<file path="src/design/fwp_map.svh">
// constants and offsets for the flash write protection checker
//
// Overview of operation
// - programming only clears bits; new data is old data ANDed with program data
// - erase is granted per subsector, sector or whole 256Mb die; never per page
// - 2048 sectors of 64KB, 32768 subsectors of 4KB, pages of 256 bytes
// - a page program touches only its own page, independent of neighbours
// - each die splits into two 128Mb segments, reported with every grant
// - the 64-byte OTP area skips sector lock and protect range checks
// - modifying commands need a serial clock count that is a multiple of eight
// - modifying commands need the write enable latch set beforehand
// - power-on reset and its hold timer block all data changes
// - a set sector write-lock bit refuses program and erase to that sector
// - a set lock-down bit freezes the sector's write-lock until reset
// - lock bits change only via lock-write command, ignored when locked down
// - top/bottom 0, code n in 1..11 protects top 2^(n-1) sectors; 12..15 all
// - top/bottom 1, code n in 1..11 protects sectors 0 to 2^(n-1)-1
// - protect pin low outside quad mode freezes the protect code and range
`ifndef FWP_MAP_SVH
`define FWP_MAP_SVH

`define FWP_OFS_CTRL 8'h00
`define FWP_OFS_STATUS 8'h04
`define FWP_OFS_LOCKVIEW 8'h08
`define FWP_OFS_COUNT 8'h0C

`define FWP_CTRL_QUAD 0
`define FWP_CTRL_VIEW_LSB 8
`define FWP_CTRL_RESET 32'h0000_0000

`define FWP_SECTOR_COUNT 12'h800
`define FWP_SECTORS_PER_DIE 9
`define FWP_CODE_ALL 4'hC
`define FWP_CODE_NONE 4'h0

`define FWP_CLK_MHZ 40
`define FWP_POR_HOLD_NS 1000
`define FWP_POR_CYCLES ((`FWP_POR_HOLD_NS * `FWP_CLK_MHZ + 999) / 1000)

`endif

</file>
<file path="src/design/fwp_pkg.sv">
// types shared by the flash write protection checker
package fwp_pkg;
  typedef enum logic [3:0] {
    KIND_WREN,
    KIND_WRDI,
    KIND_PROGRAM,
    KIND_ERASE_SUB,
    KIND_ERASE_SECT,
    KIND_ERASE_DIE,
    KIND_OTP_PROG,
    KIND_LOCK_WRITE,
    KIND_STATUS_WRITE
  } cmd_kind_t;

  typedef enum logic [2:0] {
    CAUSE_NONE,
    CAUSE_POR,
    CAUSE_CLKCNT,
    CAUSE_WEL,
    CAUSE_LOCK,
    CAUSE_RANGE,
    CAUSE_LOCKDOWN,
    CAUSE_PIN
  } cause_t;

  typedef enum {POR_HOLD, POR_DONE} por_state_t;
endpackage

</file>
<file path="src/design/protect_range_decode.sv">
// decodes the protect code and top/bottom bit into a sector range
`timescale 1ns/100ps
`include "fwp_map.svh"
module protect_range_decode import fwp_pkg::*; (
  input wire logic [3:0] protectCode,
  input wire logic topBottom,
  output logic anyProt,
  output logic [10:0] protLo,
  output logic [10:0] protHi
);
  logic [11:0] span;
  logic [11:0] lowEdge;
  logic [11:0] highEdge;

  always_comb begin
    span = 12'h001 << (protectCode - 4'h1);
    lowEdge = `FWP_SECTOR_COUNT - span;
    highEdge = span - 12'h001;
    anyProt = 1'b1;
    protLo = 11'h000;
    protHi = 11'h7FF;
    if (protectCode == `FWP_CODE_NONE) begin
      anyProt = 1'b0;
      protHi = 11'h000;
    end else if (protectCode >= `FWP_CODE_ALL) begin
      protLo = 11'h000;
    end else if (!topBottom) begin
      protLo = lowEdge[10:0];
    end else begin
      protHi = highEdge[10:0];
    end
  end
endmodule
</file>
<file path="config.mk">
export PLATFORM = sky130hd
export DESIGN_NAME = protect_range_decode
export DESIGN_NICKNAME = d
export VERILOG_FILES = /design/src/design/fwp_pkg.sv /design/src/design/protect_range_decode.sv
export VERILOG_INCLUDE_DIRS = /design/src /design/src/design
export SDC_FILE = /design/constraint.sdc
export NUM_CORES = 1
export LEC_CHECK = 0
export BUFFER_PORTS_ARGS = -buffer_cell sky130_fd_sc_hd__buf_2
export CAP_MARGIN = 20
export CORE_MARGIN = 10
export CORE_UTILIZATION = 40
export DETAILED_ROUTE_END_ITERATION = 8
export PLACE_DENSITY = 0.81
export SYNTH_ARGS = -nofsm -noshare
export SYNTH_HDL_FRONTEND = slang
export SYNTH_SLANG_ARGS = --single-unit
</file>
<file path="constraint.sdc">
create_clock -name vclk -period 1.45
set_input_delay 0 -clock vclk [all_inputs]
set_output_delay 0 -clock vclk [all_outputs]
set_load 0.1 [all_outputs]
</file>
==> run metrics, run 1 <==
Cells after Synth=around 110; Unique masters post-synth=40; post-synth top area share=8.53%; Std-Cell Rows=14; first error=[ERROR DPL-0038] Utilization greater than 100%, impossible to legalize; Seq/Total Area, Yosys=0%; die height=between 60 and 70 um; IO Count=28; Avg Inst Size Synth=~5.8 sq um; area of the mapped netlist=roughly 650 sq um; IO Port Bufs=28; die width=around 60 um; post-synth top area cell=o21ai_0; Initial Util=a little over two fifths; Mapped Nets=117; status=aborted with a tool error; GPL Wtd Cong=roughly 0.90; synth top area cells=o21ai_0 8.5%, a21oi_1 7.8%, nor2_1 7.6%; Stop stage=3_5_place_dp; YS warnings=0
==> cells by family after synthesis <==
logic type | count (synthesis) | synth area share (%)
AO/OA/AOI/OAI | 47 | 47.7
AND/OR/NAND/NOR | 44 | 35.1
buffers and inverters | 19 | 15.3
adder cells (fa/ha/maj) | 1 | 1.94
==> Yosys cell counts, types with 2 or more instances <==
master	count
o21bai_1	2
buf_2	7
o21ai_0	11
and3_1	2
o22ai_1	2
a31oi_1	4
inv_1	4
nand3_1	2
a21oi_1	10
nor3_1	4
nor2_1	13
o32ai_1	2
nand2_1	11
o21a_1	2
buf_4	3
a211oi_1	3
a21o_1	3
nor2b_1	3
buf_1	2
==> metrics by stage <==
stage,hold slack [ns],instances,setup TNS [ns]
floorplan,0.312,111,-3.98
global placement,0.504,163,-0.164
==> inputs of run 2 (changes only) <==
--- a/config.mk
+++ b/config.mk
@@ -8,10 +8,10 @@
 export LEC_CHECK = 0
 export BUFFER_PORTS_ARGS = -buffer_cell sky130_fd_sc_hd__buf_2
 export CAP_MARGIN = 20
-export CORE_MARGIN = 10
-export CORE_UTILIZATION = 40
+export CORE_AREA = 10 10 71 73
 export DETAILED_ROUTE_END_ITERATION = 8
-export PLACE_DENSITY = 0.81
+export DIE_AREA = 0 0 81 83
+export PLACE_DENSITY_LB_ADDON = 0.15
 export SYNTH_ARGS = -nofsm -noshare
 export SYNTH_HDL_FRONTEND = slang
 export SYNTH_SLANG_ARGS = --single-unit
==> constraint.sdc (replaced) <==
create_clock -name vclk -period 1.89
set_input_delay 0 -clock vclk [all_inputs]
set_output_delay 0 -clock vclk [all_outputs]
set_load 0.1 [all_outputs]
==> run 2 against run 1 <==
Against the previous run:
- the flow now finishes without violations
- area after synthesis is the same
- synthesized cell count is the same
==> run metrics, run 2 <==
first-pass GRT wire length=roughly 4600 um; Setup TNS Final=0 ns; peak supply drop=approximately 160 uV; FFs & Latches=0; remaining antenna violation count=0; synth top area cells=o21ai_0 8.5%, a21oi_1 7.8%, nor2_1 7.6%; initial antenna violation count=0; worst path arrival time=1.66 ns; dpl cells=approximately 180; setup violation total in the final timing report=0; nets=142; kind of end point of the critical path=output port; YS warnings=0; met3 WL post-DR=a little under 200 um; most frequent cell after synthesis=nor2_1; most frequent cells in the layout=15 x buf_2, 13 x buf_12, 11 x nor2_1; area of the mapped netlist=around 650 sq um; fin crit share=slightly below 90%; die height=83 um; die area=about 6700 sq um; post-synth top area share=8.53%; Place WS=between 0.2 and 0.25 ns; clk_buf instances=0; DRC=0; largest net degree at the start of global routing=29; Adder-Cell Fraction of Synth Area=1.94%; Critical Path RT=~1.9 ns; area grow syn2layout=79.7%; crit path kind=input pin to output port; largest family of logic cells by synthesized area=compound AO/OA/AOI/OAI gates; Mapped Nets=117; ratio of cells with drive above 1 in the final layout=between 40% and 50%; Worst setup SP type=input pin; Synth Area in Compound Gates=47.7%; grt ovf=0; first-pass iteration count of the detailed router=4; post-synthesis mux area share=0%; WL met1=1250 um; Rel. slew slack=about two thirds; die width=just over 80 um; simple-gate portion of the synthesized area=35.1%; Setup Buffers After CTS=0; Initial Util=between 10% and 20%; top sig layer=met4; Hold Worst Slack=about 0.56 ns; final wirelength=between 2000 and 3000 um; Max Freq=604 MHz; Unique masters post-synth=40; IO Count=28; # resized after CTS=0; top cells by count, synth=13 x nor2_1, 11 x nand2_1, 11 x o21ai_0, 10 x a21oi_1, 7 x buf_2; GPL Wtd Cong=0.893; status=completed; Final min period=1.66 ns; Register Area=0 sq um; Layout Utilization=approximately a third; Std-Cell Rows=22; Via Count=~920; post-synth top area cell=o21ai_0; gr usage total=7.81%; CORE AREA=roughly 3600 sq um; final worst setup slack=approximately 0.23 ns; Max-cap violations=0; commonest non-fill, non-tap cell in the layout=buf_2; HP Class=input pin to output port; fin cells=~180; Post-CTS Hold Buffers=0; Pwr Total=~0.5 mW; Tightest Pin Transition=slightly below 0.5 ns; PD cells=440 nW/um^2; Area after DPL=between 1000 and 1500 sq um; Cells after Synth=~110; wire per inst=around 15 um; Avg Inst Size Synth=roughly 5.8 sq um; vias in the first global route=around 920; Synth Area in XOR/XNOR=0%; Critical Path Fanout Max=13; Slew Viols, Final=0; Seq/Total Area, Yosys=0%; met2 wire length=between 1000 and 1500 um; IO Port Bufs=28; unrepaired setup endpoints after global routing=no; cell area after layout=approximately 1200 sq um; Via density=about 5.1; leakage=0.445 nW; DP HPWL=about 2100 um; diode count=0; Final Hold Fails=0; Starting DRT DRC Count=between 40 and 50
-- run 2: cell counts after synthesis --
No cell type changed its count.
-- run 2: layout make-up --
| cell class | count | area (sq um) |
|---|---|---|
| Fill cell | 406 | 2470 |
| Inverter | 5 | 21.3 |
| Multi-Input combinational cell | 92 | 676 |
| Tap cell | 48 | 60.1 |
| Timing Repair Buffer | 37 | 403 |
-- run 2: cells by family after synthesis --
logic type / after synthesis
compound gates: 47
simple gates: 44
buf+inv: 19
fa+ha+maj: 1
-- run 2: critical path, cell delays in order --
cell and delay (ns):
buf_2 0.13, nor2b_2 0.17, nand2_1 0.07, ha_2 0.33
nor2_1 0.11, o21ai_0 0.26, o311ai_0 0.19, o21ai_1 0.18
buf_12 0.21
-- run 2: final timing paths --
check	from	to	slack, ns	cells after the start
max	protectCode[1]	protHi[8]	0.23	9
min	protectCode[2]	protLo[2]	0.56	5
-- run 2: where the power goes --
part           internal (mW)  switching [mW]
Sequential                 0               0
Combinational          0.148           0.363
Clock                      0               0
Total                  0.148           0.363
-- run 2: per-layer routing --
metal,up-vias,global-route usage (%)
li1,453,-
met1,433,10.1
met2,31,12.9
met3,4,2.16
met4,0,0.469
met5,-,0
Power figures use the tool's default switching activity.
